$ cat config.mk
export PLATFORM = sky130hd
export DESIGN_NAME = rss_sequencer
export DESIGN_NICKNAME = d
export VERILOG_FILES = /design/src/include/rss_pkg.sv /design/src/hw/rss_rng.sv /design/src/hw/rss_sequencer.sv
export VERILOG_INCLUDE_DIRS = /design/src /design/src/include
export SDC_FILE = /design/constraint.sdc
export NUM_CORES = 1
export LEC_CHECK = 0
export BUFFER_PORTS_ARGS = -buffer_cell sky130_fd_sc_hd__clkbuf_2
export CAP_MARGIN = 0
export CORE_MARGIN = 1
export CORE_UTILIZATION = 36
export DETAILED_ROUTE_END_ITERATION = 10
export GPL_TIMING_DRIVEN = 0
export HOLD_SLACK_MARGIN = 0.15
export SLEW_MARGIN = 20
export SYNTH_ARGS = -nofsm -noshare
export SYNTH_HDL_FRONTEND = slang
export SYNTH_SLANG_ARGS = --single-unit
$ cat constraint.sdc
create_clock -name mclk_i -period 6 [get_ports mclk_i]
set_input_delay 0 -clock mclk_i [delete_from_list [all_inputs] [get_ports mclk_i]]
set_output_delay 0 -clock mclk_i [all_outputs]
set_load 0.02 [all_outputs]
$ cat src/include/rss_defines.svh
// constants for the radio strobe sequencer
`ifndef RSS_DEFINES_SVH
`define RSS_DEFINES_SVH

// instruction memory
`define RSS_DEPTH      24
`define RSS_LAST       5'h17
`define RSS_NOP        8'hc0
`define RSS_ALL_ONES   8'hff
`define RSS_BYTE_BITS  8'h08

// clocking: core steps at 8 MHz out of the 200 MHz clock
`define RSS_CLK_MHZ    200
`define RSS_CORE_MHZ   8

// opcode fields
`define RSS_F_S        6:4
`define RSS_F_N        3
`define RSS_F_C        2:0
`define RSS_F_W        4:0
`define RSS_F_M        2:0
`define RSS_F_CLASS    7:5
`define RSS_F_STROBE_SELECT_FIELD     4:0
`define RSS_CLS_IMM    3'h7

// opcode patterns
`define RSS_OP_SKIP    8'b0???????
`define RSS_OP_WAITW   8'b100?????
`define RSS_OP_RPT     8'b1010????
`define RSS_OP_INCMAX  8'b10110???
`define RSS_OP_STROBE_SELECT_FIELD    8'b110?????
`define RSS_OP_TIMER_COMPARE_WAIT  8'hb8
`define RSS_OP_INT     8'hb9
`define RSS_OP_LABEL   8'hba
`define RSS_OP_REGISTER_OVERFLOW_WAIT   8'hbb
`define RSS_OP_RAND    8'hbc
`define RSS_OP_Y_INCREMENT_OP    8'hbd
`define RSS_OP_Y_DECREMENT_OP    8'hbe
`define RSS_OP_Z_DECREMENT_OP    8'hbf

// strobe select codes
`define RSS_STROBE_SELECT_FIELD_START 5'h02
`define RSS_STROBE_SELECT_FIELD_STOP  5'h1f

// wait counts
`define RSS_WAIT32     6'h20

// random source
`define RSS_RNG_SEED   8'h5a
`define RSS_RNG_RST    8'h01
`define RSS_RNG_DELAY  3'h3

`endif

$ cat src/include/rss_pkg.sv
// types shared by the radio strobe sequencer
package rss_pkg;

  typedef enum logic [2:0] {
    ST_IDLE,
    ST_RUN,
    ST_WAIT_W,
    ST_WAIT_X,
    ST_WAIT_EV
  } rss_state_t;

  typedef struct packed {
    logic       valid;
    logic       imm;
    logic [4:0] sel;
  } rss_strobe_t;

  typedef struct packed {
    logic halt;
    logic wait_done;
    logic prog;
  } rss_irq_t;

endpackage

$ cat src/hw/rss_rng.sv
// random byte source with a delayed refresh after each use
`timescale 1ns/1ps
`default_nettype none
`include "rss_defines.svh"

module rss_rng
(
  // clock and reset
  input  wire logic       mclk_i,
  input  wire logic       nrst_i,
  // consumer side
  input  wire logic       use_i,
  output logic      [7:0] rand_o
);

  logic [7:0] lfsr_reg;
  logic [7:0] lfsr_next;
  logic [7:0] rand_reg;
  logic [7:0] rand_next;
  logic [2:0] dly_reg;
  logic [2:0] dly_next;

  // the held value refreshes only after a delay, so back to back uses match
  always_comb
  begin
    lfsr_next = {lfsr_reg[6:0],
                 lfsr_reg[7] ^ lfsr_reg[5] ^ lfsr_reg[4] ^ lfsr_reg[3]};
    rand_next = rand_reg;
    dly_next  = dly_reg;
    if (use_i)
      dly_next = `RSS_RNG_DELAY;
    else if (dly_reg != 3'h0)
    begin
      dly_next = dly_reg - 3'h1;
      if (dly_reg == 3'h1)
        rand_next = lfsr_reg;
    end
  end

  always_ff @(posedge mclk_i)
  begin
    if (!nrst_i)
    begin
      lfsr_reg <= `RSS_RNG_SEED;
      rand_reg <= `RSS_RNG_RST;
      dly_reg  <= 3'h0;
    end
    else
    begin
      lfsr_reg <= lfsr_next;
      rand_reg <= rand_next;
      dly_reg  <= dly_next;
    end
  end

  assign rand_o = rand_reg;

endmodule
`default_nettype wire

$ cat src/hw/rss_sequencer.sv
// strobe sequencer core: port, program memory, execution and flags
//
// What this block does
// 24-byte instruction memory fetched during execution
// write pointer advances, saturates at last location
// either stop strobe returns write pointer to zero
// reset fills memory with no-operation opcode
// cpu writes program bytes even while running
// countdown decrements per overflow, zero halts run
// countdown loaded all ones never decrements
// cpu loads all ones if countdown unwanted
// immediate run strobe starts at location zero
// end, countdown, stops or far skip halt execution
// core steps at 8 MHz
// halt flag on end, stop strobes, countdown
// wait flag after overflow waits; interrupt instruction flag
// immediate strobe runs before pending stored instruction
// port read gives opcode, no-op during immediate
// end keeps program; stop strobes clear memory
// no timer wait between x update and use
// back to back random loads may repeat
// undefined opcodes act as no-operation
// opcode classes decoded from top bits
// fixed wait counts field overflows, zero means 32
// x-count wait skips on zero; compare wait
// random load fills y low bits of x
// loop back jumps to label when condition holds
// bounded increment loads bound when reaching it
// flags sticky until cleared, any drives irq
`timescale 1ns/1ps
`default_nettype none
`include "rss_defines.svh"

module rss_sequencer
(
  // clock and reset
  input  wire logic                mclk_i,
  input  wire logic                nrst_i,
  // cpu instruction port
  input  wire logic                port_wr_i,
  input  wire logic          [7:0] port_wdata_i,
  output logic               [7:0] port_rdata_o,
  // cpu parameter registers
  input  wire logic                x_wr_i,
  input  wire logic                y_wr_i,
  input  wire logic                z_wr_i,
  input  wire logic                t_wr_i,
  input  wire logic          [7:0] param_wdata_i,
  output logic               [7:0] param_x_o,
  output logic               [7:0] param_y_o,
  output logic               [7:0] param_z_o,
  output logic               [7:0] countdown_o,
  // mac timer events and branch conditions
  input  wire logic                ovf_i,
  input  wire logic                cmp_i,
  input  wire logic          [7:0] cond_i,
  // radio strobes
  output rss_pkg::rss_strobe_t     strobe_o,
  // interrupt flags
  input  wire rss_pkg::rss_irq_t   flag_clr_i,
  output rss_pkg::rss_irq_t        flags_o,
  output logic                     irq_o,
  output logic                     running_o
);

  localparam int DIV = `RSS_CLK_MHZ / `RSS_CORE_MHZ;

  // core step divider
  logic [4:0] div_reg;
  logic [4:0] div_next;
  logic       tick;

  always_comb
  begin
    div_next = (div_reg == 5'(DIV - 1)) ? 5'h00 : div_reg + 5'h01;
  end

  always_ff @(posedge mclk_i)
  begin
    if (!nrst_i)
      div_reg <= 5'h00;
    else
      div_reg <= div_next;
  end

  assign tick = (div_reg == 5'(DIV - 1));

  // core state
  rss_pkg::rss_state_t  st_reg, st_next;
  rss_pkg::rss_strobe_t stb_reg, stb_next;
  rss_pkg::rss_irq_t    flg_reg, flg_next, flg_set;
  logic [4:0] pc_reg, pc_next, wp_reg, wp_next, lbl_reg, lbl_next;
  logic [4:0] imm_code_reg, imm_code_next;
  logic       lbl_ok_reg, lbl_ok_next, imm_reg, imm_next;
  logic [7:0] x_reg, x_next, y_reg, y_next, z_reg, z_next;
  logic [7:0] t_reg, t_next, rd_reg, rd_next;
  logic [5:0] wcnt_reg, wcnt_next, nxt;
  logic       irq_reg, irq_next, run_reg, run_next;
  logic       wr_imm, wr_prog, mem_clr, go, stop, clr_prog, rng_use;
  logic [7:0] op, mask, rand_val;
  logic [8:0] sum9;
  logic [7:0] mem_reg [`RSS_DEPTH];
  logic [7:0] mem_next [`RSS_DEPTH];

  assign wr_imm  = port_wr_i && (port_wdata_i[`RSS_F_CLASS] == `RSS_CLS_IMM);
  assign wr_prog = port_wr_i && !wr_imm;
  assign op      = mem_reg[pc_reg];

  // next state of the sequencer core
  always_comb
  begin
    st_next = st_reg;
    pc_next = pc_reg;
    wp_next = wp_reg;
    lbl_next = lbl_reg;
    lbl_ok_next = lbl_ok_reg;
    imm_next = imm_reg;
    imm_code_next = imm_code_reg;
    x_next = x_wr_i ? param_wdata_i : x_reg;
    y_next = y_wr_i ? param_wdata_i : y_reg;
    z_next = z_wr_i ? param_wdata_i : z_reg;
    t_next = t_wr_i ? param_wdata_i : t_reg;
    wcnt_next = wcnt_reg;
    stb_next = '0;
    flg_set = '0;
    mem_clr = 1'b0;
    rng_use = 1'b0;
    go = 1'b0;
    stop = 1'b0;
    clr_prog = 1'b0;
    nxt = {1'b0, pc_reg} + 6'h01;
    mask = `RSS_ALL_ONES;
    sum9 = {1'b0, y_reg} + 9'h001;
    if (wr_prog && wp_reg != `RSS_LAST)
      wp_next = wp_reg + 5'h01;
    // countdown only runs once a program has started
    if (st_reg != rss_pkg::ST_IDLE)
    begin
      if (ovf_i && t_reg != `RSS_ALL_ONES && t_reg != 8'h00 && !t_wr_i)
        t_next = t_reg - 8'h01;
      if (t_reg == 8'h00)
      begin
        stop = 1'b1;
        flg_set.halt = 1'b1;
      end
    end
    // waits watch timer events at full rate, not only on core steps
    unique case (st_reg)
      rss_pkg::ST_WAIT_W:
        if (ovf_i)
        begin
          wcnt_next = wcnt_reg - 6'h01;
          if (wcnt_reg == 6'h01)
          begin
            go = 1'b1;
            flg_set.wait_done = 1'b1;
          end
        end
      rss_pkg::ST_WAIT_X:
        if (ovf_i)
        begin
          x_next = x_reg - 8'h01;
          if (x_reg == 8'h01)
          begin
            go = 1'b1;
            flg_set.wait_done = 1'b1;
          end
        end
      rss_pkg::ST_WAIT_EV:
        go = cmp_i;
      rss_pkg::ST_IDLE, rss_pkg::ST_RUN: ;
    endcase
    if (tick && imm_reg)
    begin
      // immediate strobe takes the step, the stored one waits
      imm_next = 1'b0;
      stb_next = '{valid: 1'b1, imm: 1'b1, sel: imm_code_reg};
      if (imm_code_reg == `RSS_STROBE_SELECT_FIELD_START)
      begin
        st_next = rss_pkg::ST_RUN;
        pc_next = 5'h00;
        lbl_ok_next = 1'b0;
        go = 1'b0; // a wait ending now must not move pc off zero
      end
      else if (imm_code_reg == `RSS_STROBE_SELECT_FIELD_STOP)
      begin
        stop = 1'b1;
        clr_prog = 1'b1;
        flg_set.halt = 1'b1;
      end
    end
    else if (tick && st_reg == rss_pkg::ST_RUN)
    begin
      casez (op)
        `RSS_OP_SKIP:
        begin
          if (cond_i[op[`RSS_F_C]] ^ op[`RSS_F_N])
            nxt = nxt + {3'h0, op[`RSS_F_S]};
          go = 1'b1;
        end
        `RSS_OP_WAITW:
        begin
          wcnt_next = (op[`RSS_F_W] == 5'h00) ? `RSS_WAIT32
                                              : {1'b0, op[`RSS_F_W]};
          st_next = rss_pkg::ST_WAIT_W;
        end
        `RSS_OP_RPT:
        begin
          if (lbl_ok_reg && (cond_i[op[`RSS_F_C]] ^ op[`RSS_F_N]))
            nxt = {1'b0, lbl_reg};
          go = 1'b1;
        end
        `RSS_OP_INCMAX:
        begin
          y_next = (sum9 >= {6'h00, op[`RSS_F_M]}) ? {5'h00, op[`RSS_F_M]}
                                                   : sum9[7:0];
          go = 1'b1;
        end
        `RSS_OP_TIMER_COMPARE_WAIT:
          st_next = rss_pkg::ST_WAIT_EV;
        `RSS_OP_INT:
        begin
          flg_set.prog = 1'b1;
          go = 1'b1;
        end
        `RSS_OP_LABEL:
        begin
          lbl_next = (pc_reg == `RSS_LAST) ? pc_reg : pc_reg + 5'h01;
          lbl_ok_next = 1'b1;
          go = 1'b1;
        end
        `RSS_OP_REGISTER_OVERFLOW_WAIT:
          if (x_reg == 8'h00)
            go = 1'b1;
          else
            st_next = rss_pkg::ST_WAIT_X;
        `RSS_OP_RAND:
        begin
          if (y_reg != 8'h00 && y_reg < `RSS_BYTE_BITS)
            mask = `RSS_ALL_ONES >> (`RSS_BYTE_BITS - y_reg);
          x_next = rand_val & mask;
          rng_use = 1'b1;
          go = 1'b1;
        end
        `RSS_OP_Y_INCREMENT_OP:
        begin
          y_next = y_reg + 8'h01;
          go = 1'b1;
        end
        `RSS_OP_Y_DECREMENT_OP:
        begin
          y_next = y_reg - 8'h01;
          go = 1'b1;
        end
        `RSS_OP_Z_DECREMENT_OP:
        begin
          z_next = z_reg - 8'h01;
          go = 1'b1;
        end
        `RSS_OP_STROBE_SELECT_FIELD:
        begin
          stb_next = '{valid: 1'b1, imm: 1'b0, sel: op[`RSS_F_STROBE_SELECT_FIELD]};
          if (op[`RSS_F_STROBE_SELECT_FIELD] == `RSS_STROBE_SELECT_FIELD_STOP)
          begin
            stop = 1'b1;
            clr_prog = 1'b1;
            flg_set.halt = 1'b1;
          end
          else
            go = 1'b1;
        end
        default:
          go = 1'b1;
      endcase
    end
    // advance, or end the run past the last location
    if (go && !stop)
    begin
      st_next = rss_pkg::ST_RUN;
      if (nxt > {1'b0, `RSS_LAST})
      begin
        st_next = rss_pkg::ST_IDLE;
        if (pc_reg == `RSS_LAST && op[7:6] != 2'b00)
          flg_set.halt = 1'b1;
      end
      else
        pc_next = nxt[4:0];
    end
    if (stop)
      st_next = rss_pkg::ST_IDLE;
    if (clr_prog)
    begin
      wp_next = 5'h00;
      mem_clr = 1'b1;
    end
    // a strobe written on the step that retires the last one is kept
    if (wr_imm)
    begin
      imm_next = 1'b1;
      imm_code_next = port_wdata_i[`RSS_F_STROBE_SELECT_FIELD];
    end
    flg_next = (flg_reg & ~flag_clr_i) | flg_set;
    irq_next = |flg_next;
    run_next = (st_next != rss_pkg::ST_IDLE);
    rd_next = (imm_next || !run_next) ? `RSS_NOP : mem_reg[pc_next];
  end

  always_ff @(posedge mclk_i)
  begin
    if (!nrst_i)
    begin
      st_reg <= rss_pkg::ST_IDLE;
      pc_reg <= 5'h00;
      wp_reg <= 5'h00;
      lbl_reg <= 5'h00;
      lbl_ok_reg <= 1'b0;
      imm_reg <= 1'b0;
      imm_code_reg <= 5'h00;
      x_reg <= 8'h00;
      y_reg <= 8'h00;
      z_reg <= 8'h00;
      t_reg <= 8'h00;
      wcnt_reg <= 6'h00;
      stb_reg <= '0;
      flg_reg <= '0;
      irq_reg <= 1'b0;
      run_reg <= 1'b0;
      rd_reg <= `RSS_NOP;
    end
    else
    begin
      st_reg <= st_next;
      pc_reg <= pc_next;
      wp_reg <= wp_next;
      lbl_reg <= lbl_next;
      lbl_ok_reg <= lbl_ok_next;
      imm_reg <= imm_next;
      imm_code_reg <= imm_code_next;
      x_reg <= x_next;
      y_reg <= y_next;
      z_reg <= z_next;
      t_reg <= t_next;
      wcnt_reg <= wcnt_next;
      stb_reg <= stb_next;
      flg_reg <= flg_next;
      irq_reg <= irq_next;
      run_reg <= run_next;
      rd_reg <= rd_next;
    end
  end

  // program memory, one entry per generate step; clearing beats a write
  for (genvar g = 0; g < `RSS_DEPTH; g++)
  begin : g_mem
    always_comb
    begin
      mem_next[g] = mem_reg[g];
      if (mem_clr)
        mem_next[g] = `RSS_NOP;
      else if (wr_prog && wp_reg == 5'(g))
        mem_next[g] = port_wdata_i;
    end

    always_ff @(posedge mclk_i)
    begin
      if (!nrst_i)
        mem_reg[g] <= `RSS_NOP;
      else
        mem_reg[g] <= mem_next[g];
    end
  end

  rss_rng u_rng
  (
    .mclk_i (mclk_i),
    .nrst_i (nrst_i),
    .use_i  (rng_use),
    .rand_o (rand_val)
  );

  assign port_rdata_o = rd_reg;
  assign param_x_o    = x_reg;
  assign param_y_o    = y_reg;
  assign param_z_o    = z_reg;
  assign countdown_o  = t_reg;
  assign strobe_o     = stb_reg;
  assign flags_o      = flg_reg;
  assign irq_o        = irq_reg;
  assign running_o    = run_reg;
endmodule
`default_nettype wire

Word level (Yosys, flattened, before mapping):

Memory sizes are Yosys's and may differ from the RTL's. A register that Yosys moved wholly into a read port is not among the register bits.
Index checks and enable logic that the tools add are counted.
W data, S select, Z words.

* memory bits (writable): 192
* bits in registers: 99
* memories: 1
* input port bits: 36

* eq/ne operators: 75
* shifts and indexed selects: 1
* $add $sub $neg: 14
* order comparisons: 4
* reduce and logical (&&, ||, !) cells: 87
* mux-type cells: 171
* bitwise gates (word level): 36

Memory list
* mem_reg: depth 24, bits a word 8, read ports 2, clocked after memory_dff 2, write ports 24, RTL line rss_sequencer.sv:102 `` logic [7:0] mem_reg [`RSS_DEPTH]; ``

Operators by type and width (count)
* $mux W8: 93
* $mux W6: 11
* $eq A5 B5 Y1 const B: 13
* $eq A8 B8 Y1 const B: 8
* $ne A2 B2 Y1 const B: 24
* $reduce_and A2 Y1: 24
* $mux W1: 43
* $eq A5 B4 Y1 const B: 8
* $logic_and A1 B1 Y1: 36
* $sub A8 B1 Y8 const B: 4
* $mux W5: 6
* $or A1 B1 Y1: 24
* $pmux W8 S3: 1
* $mux W7: 3
* $eq A5 B3 Y1 const B: 4
* $mux W3: 6
* $logic_not A8 Y1: 2
* $reduce_bool A8 Y1: 2
* $add A5 B1 Y5 const B: 3
* $eq A5 B2 Y1 const B: 3
* $eq A3 B3 Y1 const B: 4
* $pmux W6 S2: 1
* $logic_not A5 Y1: 2
* $reduce_or A2 Y1: 5
* 38 further kinds: 58

Logic depth before layout (Yosys ltp):

* depth after elaboration: 16
* depth in mapped cells: 27
* depth with buffers taken out: 20

Modules after synthesis:

Synthesis repeated with hierarchy kept, for this count alone.

* cell total of the unflattened synthesis: 1748
* area, all modules: 17224.0 um^2

By module, submodules not included
* rss_sequencer: area an instance 16492.1 um^2, sequential area each 7527.2 um^2, instances 1, cells each 1677
* rss_rng: area an instance 732.0 um^2, sequential area each 380.4 um^2, instances 1, cells each 71

Worst setup path after synthesis:

OpenSTA, ideal clock, no wires.

* kind: flip-flop to flip-flop
* start: register pc_reg[0]
* end: register rd_reg[2] (netlist: port_rdata_o[2]) (read register of mem_reg)
* period minus slack after synthesis: 5.171 ns
* arrival: 5.052 ns
* path buffers: 6
* library setup time: 0.120 ns
* stages on the path, launching flop included: 27
* setup slack: 0.829 ns
* path through: dfxtp_1 buf_6 buf_6 buf_2 mux4_2 a22oi_1 o211a_2 inv_1 ha_1 fa_1 a21oi_1 o21ai_0 a211oi_1 a21oi_1 o31ai_1 a21o_1 nor4_1 a211oi_1 a31o_1 buf_6 mux2i_4 buf_8 buf_6 mux2i_1 mux2i_1 o211ai_1 nor3_2

* word-level cells in the longest chain between the ends: 15

Ends and longest elaborated chain
* start: declaration: RTL line rss_sequencer.sv:92 `logic [4:0] pc_reg, pc_next, wp_reg, wp_next, lbl_reg, lbl_next;`
* start signal: assignment: RTL line rss_sequencer.sv:333 `pc_reg <= pc_next;`
* $add A5 B1 Y6: RTL line rss_sequencer.sv:131 `nxt = {1'b0, pc_reg} + 6'h01;`
* $add A6 B3 Y6: RTL line rss_sequencer.sv:198 `` nxt = nxt + {3'h0, op[`RSS_F_S]}; ``
* $mux W6: RTL line rss_sequencer.sv:197 `` if (cond_i[op[`RSS_F_C]] ^ op[`RSS_F_N]) ``
* $mux W6: RTL line rss_sequencer.sv:194 `casez (op)`
* $pmux W6 S2: RTL line rss_sequencer.sv:194
* $mux W6: RTL line rss_sequencer.sv:192 `else if (tick && st_reg == rss_pkg::ST_RUN)`
* $mux W6: RTL line rss_sequencer.sv:173 `if (tick && imm_reg)`
* $gt A6 B5 Y1: RTL line rss_sequencer.sv:280 `` if (nxt > {1'b0, `RSS_LAST}) ``
* $mux W1: RTL line rss_sequencer.sv:280
* $mux W3: RTL line rss_sequencer.sv:277 `if (go && !stop)`
* $mux W3: RTL line rss_sequencer.sv:289 `if (stop)`
* $reduce_bool A3 Y1: RTL line rss_sequencer.sv:304 `run_next = (st_next != rss_pkg::ST_IDLE);`
* $logic_not A1 Y1: RTL line rss_sequencer.sv:305 `` rd_next = (imm_next || !run_next) ? `RSS_NOP : mem_reg[pc_next]; ``
* $logic_or A1 B1 Y1: RTL line rss_sequencer.sv:305
* $reduce_or A2 Y1 (no line)
* end: declaration: RTL line rss_sequencer.sv:96 `logic [7:0] t_reg, t_next, rd_reg, rd_next;`

Several ways; a longest one is shown, not always the timed one. The select of a mux whose other input is x is not followed.
A chain may end at the register's enable or synchronous reset.

Final worst setup path:

* start: register pc_reg[0]
* end: register rd_reg[4] (netlist: port_rdata_o[4]) (read register of mem_reg)

The elaborated chain is that of the path after synthesis.

==> qor.yml <==
cts_tree: "done"
gr-usage-all-layers: 0.2551
rr_worst_depth: 26
place_area_um2: 18150
die_h_um: 219.0
ys_ff_latch: 299
synthArstFlopShare: 0
drc_errors: 0
final_area_um2: 20150
hold_class: "in2reg"
ys_types: 95
topRoutingLayerUsed: "met4"
max_cap_viol_count: 0
cp.arrival_ns: 6.41
place.port_buffers: 84
wire_per_inst_um: 25.20
hold_viol_final: 0
path_clk_slew_ns: 0.06
htreeDepth: 2
cp_slowest_cell: "mux4_2"
yosysWarnings: 0
cpPeakStageDelay_ns: 0.50
antenna_found_initial: 2
yosys_most_used_dff: "edfxtp_1"
report.final.slew_viol_count: 0
syn_nets: 1698
grt_first_pass_wirelength_um: 89310
drt_iter0_markers: 1725
routed_via_density: 5.983
dr_wl_met2_um: 26240
fin_skew_ns: 0.03642
max-slew-margin-rel: 0.3178
synth_area_um2: 16960
largest_reg_flops: 192
cts_max_path_buffers: 3
area_growth_pct: 18.84
power_density_nw_per_um2: 255.6
r2r-end: "port_rdata_o[4]$_SDFF_PP0_"
multi_input_area_um2: 8512
yosys.area.top_type: "edfxtp_1"
io_pins: 88
rsz0062_at_grt: "false"
clk_latency_ns: 0.56
min_period_ns: 5.979
p_leak_nw: 7.505
nFillCells: 4428
min_delay_path_depth: 5
ctsRootBufferMaster: "clkbuf_16"
min-delay-start: "y_wr_i"
syn_avg_cell_area_um2: 10.41
cp_common_cell: "buf_12"
synthTopCellsByCount: "nor2_1 (267), edfxtp_1 (192), mux2i_1 (153), nand2_1 (131), dfxtp_1 (107)"
required_ns: 6.43
reg2reg_from: "pc_reg[0]$_SDFF_PN0_"
vias: 14560
synth_top_area_frac: 0.3400
drt-met1-wl_um: 25500
finalCritPeriodShare: 0.9965
crit_fanout: 10
hpwlAfterDp_um: 44040
ant_nets: 0
max-vdd-ir-drop_v: 0.0001903
dr.pass1.iters: 5
setup_ws_ns: 0.02116
fmax_mhz: 167.3
drive_gt1_frac: 0.1742
outcome: "complete, no violations"
cts_buffers: 36
utilization: 0.4337
syn_inst: 1628
fp.dieW_um: 219.0
finalSetupViolCount: 0
place_congestion: 1.000
worstSetupEndpointType: "register"
dieArea_um2: 47970
nets: 1869
fin_tns_setup_ns: 0
synth.area.top_cells: "edfxtp_1 (34%), dfxtp_1 (13%), mux2i_1 (9.0%)"
path_class: "reg2reg"
wl_um: 61330
std_cell_rows: 79
place_ws_ns: -1.339
numClockSinks: 299
whs_endpoint: "param_y_o[7]$_SDFF_PN0_"
start_kind: "register"
yosysMostFrequentCell: "nor2_1"
rrSetupSlack_ns: 0.02
start_util: 0.3650
first_global_vias: 13650
regArea_um2: 7914
tightest_slew_ns: 1.020
fp.coreArea_um2: 46460
grt_max_degree: 15
ys_seq_area_frac: 0.4664
wl_met3_um: 6858
grt_overflow: 0
synth_edf_count: 192
-- per-layer routing --
layer  vias up  track usage
met5         -            0
met4         0       0.1123
met3       135      0.05433
met2       902       0.3791
met1      7161       0.3555
li1       6364            -
-- worst max path at each step --
| stage | slack (ns) | depth (start not counted) | from | endpoint |
|---|---|---|---|---|
| final | 0.02 | 26 | pc_reg[0]$_SDFF_PN0_ | port_rdata_o[4]$_SDFF_PP0_ |
| after detailed placement | -1.34 | 25 | pc_reg[1]$_SDFF_PN0_ | port_rdata_o[4]$_SDFF_PP0_ |
| after CTS | 0.02 | 27 | pc_reg[1]$_SDFF_PN0_ | port_rdata_o[4]$_SDFF_PP0_ |
| after global placement | -1.24 | 25 | pc_reg[1]$_SDFF_PN0_ | port_rdata_o[4]$_SDFF_PP0_ |
| after global routing | 0.02 | 27 | pc_reg[0]$_SDFF_PN0_ | port_rdata_o[6]$_SDFF_PP1_ |
| after floorplan | 0.83 | 26 | pc_reg[0]$_SDFF_PN0_ | port_rdata_o[2]$_SDFF_PP0_ |
-- what timing repair did --
action                     in CTS  in global routing
cloned                          1                  0
resized for setup              48                 19
buffers inserted               14                  2
hold buffers                   34                  0
hold endpoints to repair       73                  0
pin swaps                       5                  5
setup endpoints to repair      12                  8
-- power by group --
| group | total [mW] | leakage [nW] | switching, mW | internal, mW |
|---|---|---|---|---|
| Combinational | 0.532 | 4.22 | 0.343 | 0.189 |
| Clock | 2.28 | 0.592 | 0.931 | 1.35 |
| Sequential | 2.34 | 2.69 | 0.0679 | 2.27 |
-- logic make-up (layout without fill, tap and decap cells) --
logic type / after synthesis / after routing / synth area share
flops: 299 / 299 / 0.4664
buf+inv: 134 / 332 / 0.04014
mux: 217 / 217 / 0.1584
xor+xnor: 30 / 30 / 0.01550
fa+ha+maj: 34 / 34 / 0.02598
compound gates: 276 / 276 / 0.1159
other cells: 0 / 1 / 0
simple gates: 638 / 638 / 0.1776
-- layout make-up --
cell class,instances,area share
diodes,1,0.0001242
plain buffers,93,0.03198
clock buffers,45,0.04899
clock inverters,20,0.01136
inverters,38,0.007079
multi-input cells,1195,0.4224
flip-flops and latches,299,0.3928
well taps,607,0.03769
repair buffers,136,0.04757
-- metrics by stage --
stage	hold slack, ns	total power, mW	std cells
global route	0.2658	5.303	2433
floorplan	0.1399	2.683	1628
detailed placement	0.3087	2.871	2320
finish	0.1972	5.150	2434
global placement	0.3065	2.859	2319
CTS	0.1773	5.151	2432
-- worst max-delay path: cells and delay by family (launching register included) --
family	cells	cell delay [ns]
DFF	1	0.40
and+or+nand+nor	4	0.60
adders and majority gates	1	0.43
muxes	3	1.05
AOI/OAI and AO/OA	11	2.23
buffers and inverters	7	1.09
-- cells in the final DEF (no fill, tap or decap), types with 13 or more instances in the layout --
cell type,count
a211oi_1,20
a21o_1,23
a21oi_1,63
a22oi_1,13
and2_1,17
buf_4,22
clkbuf_1,58
clkbuf_16,38
clkbuf_2,85
dfxtp_1,104
dlygate4sd3_1,34
edfxtp_1,192
ha_1,32
inv_1,36
mux2_2,25
mux2i_1,148
mux4_2,35
nand2_1,130
nand2b_1,46
nand3_1,34
nor2_1,263
nor3_1,34
o21ai_0,20
o22ai_1,22
or3_1,20
xnor2_1,18
(Power assumes the default switching activity.)
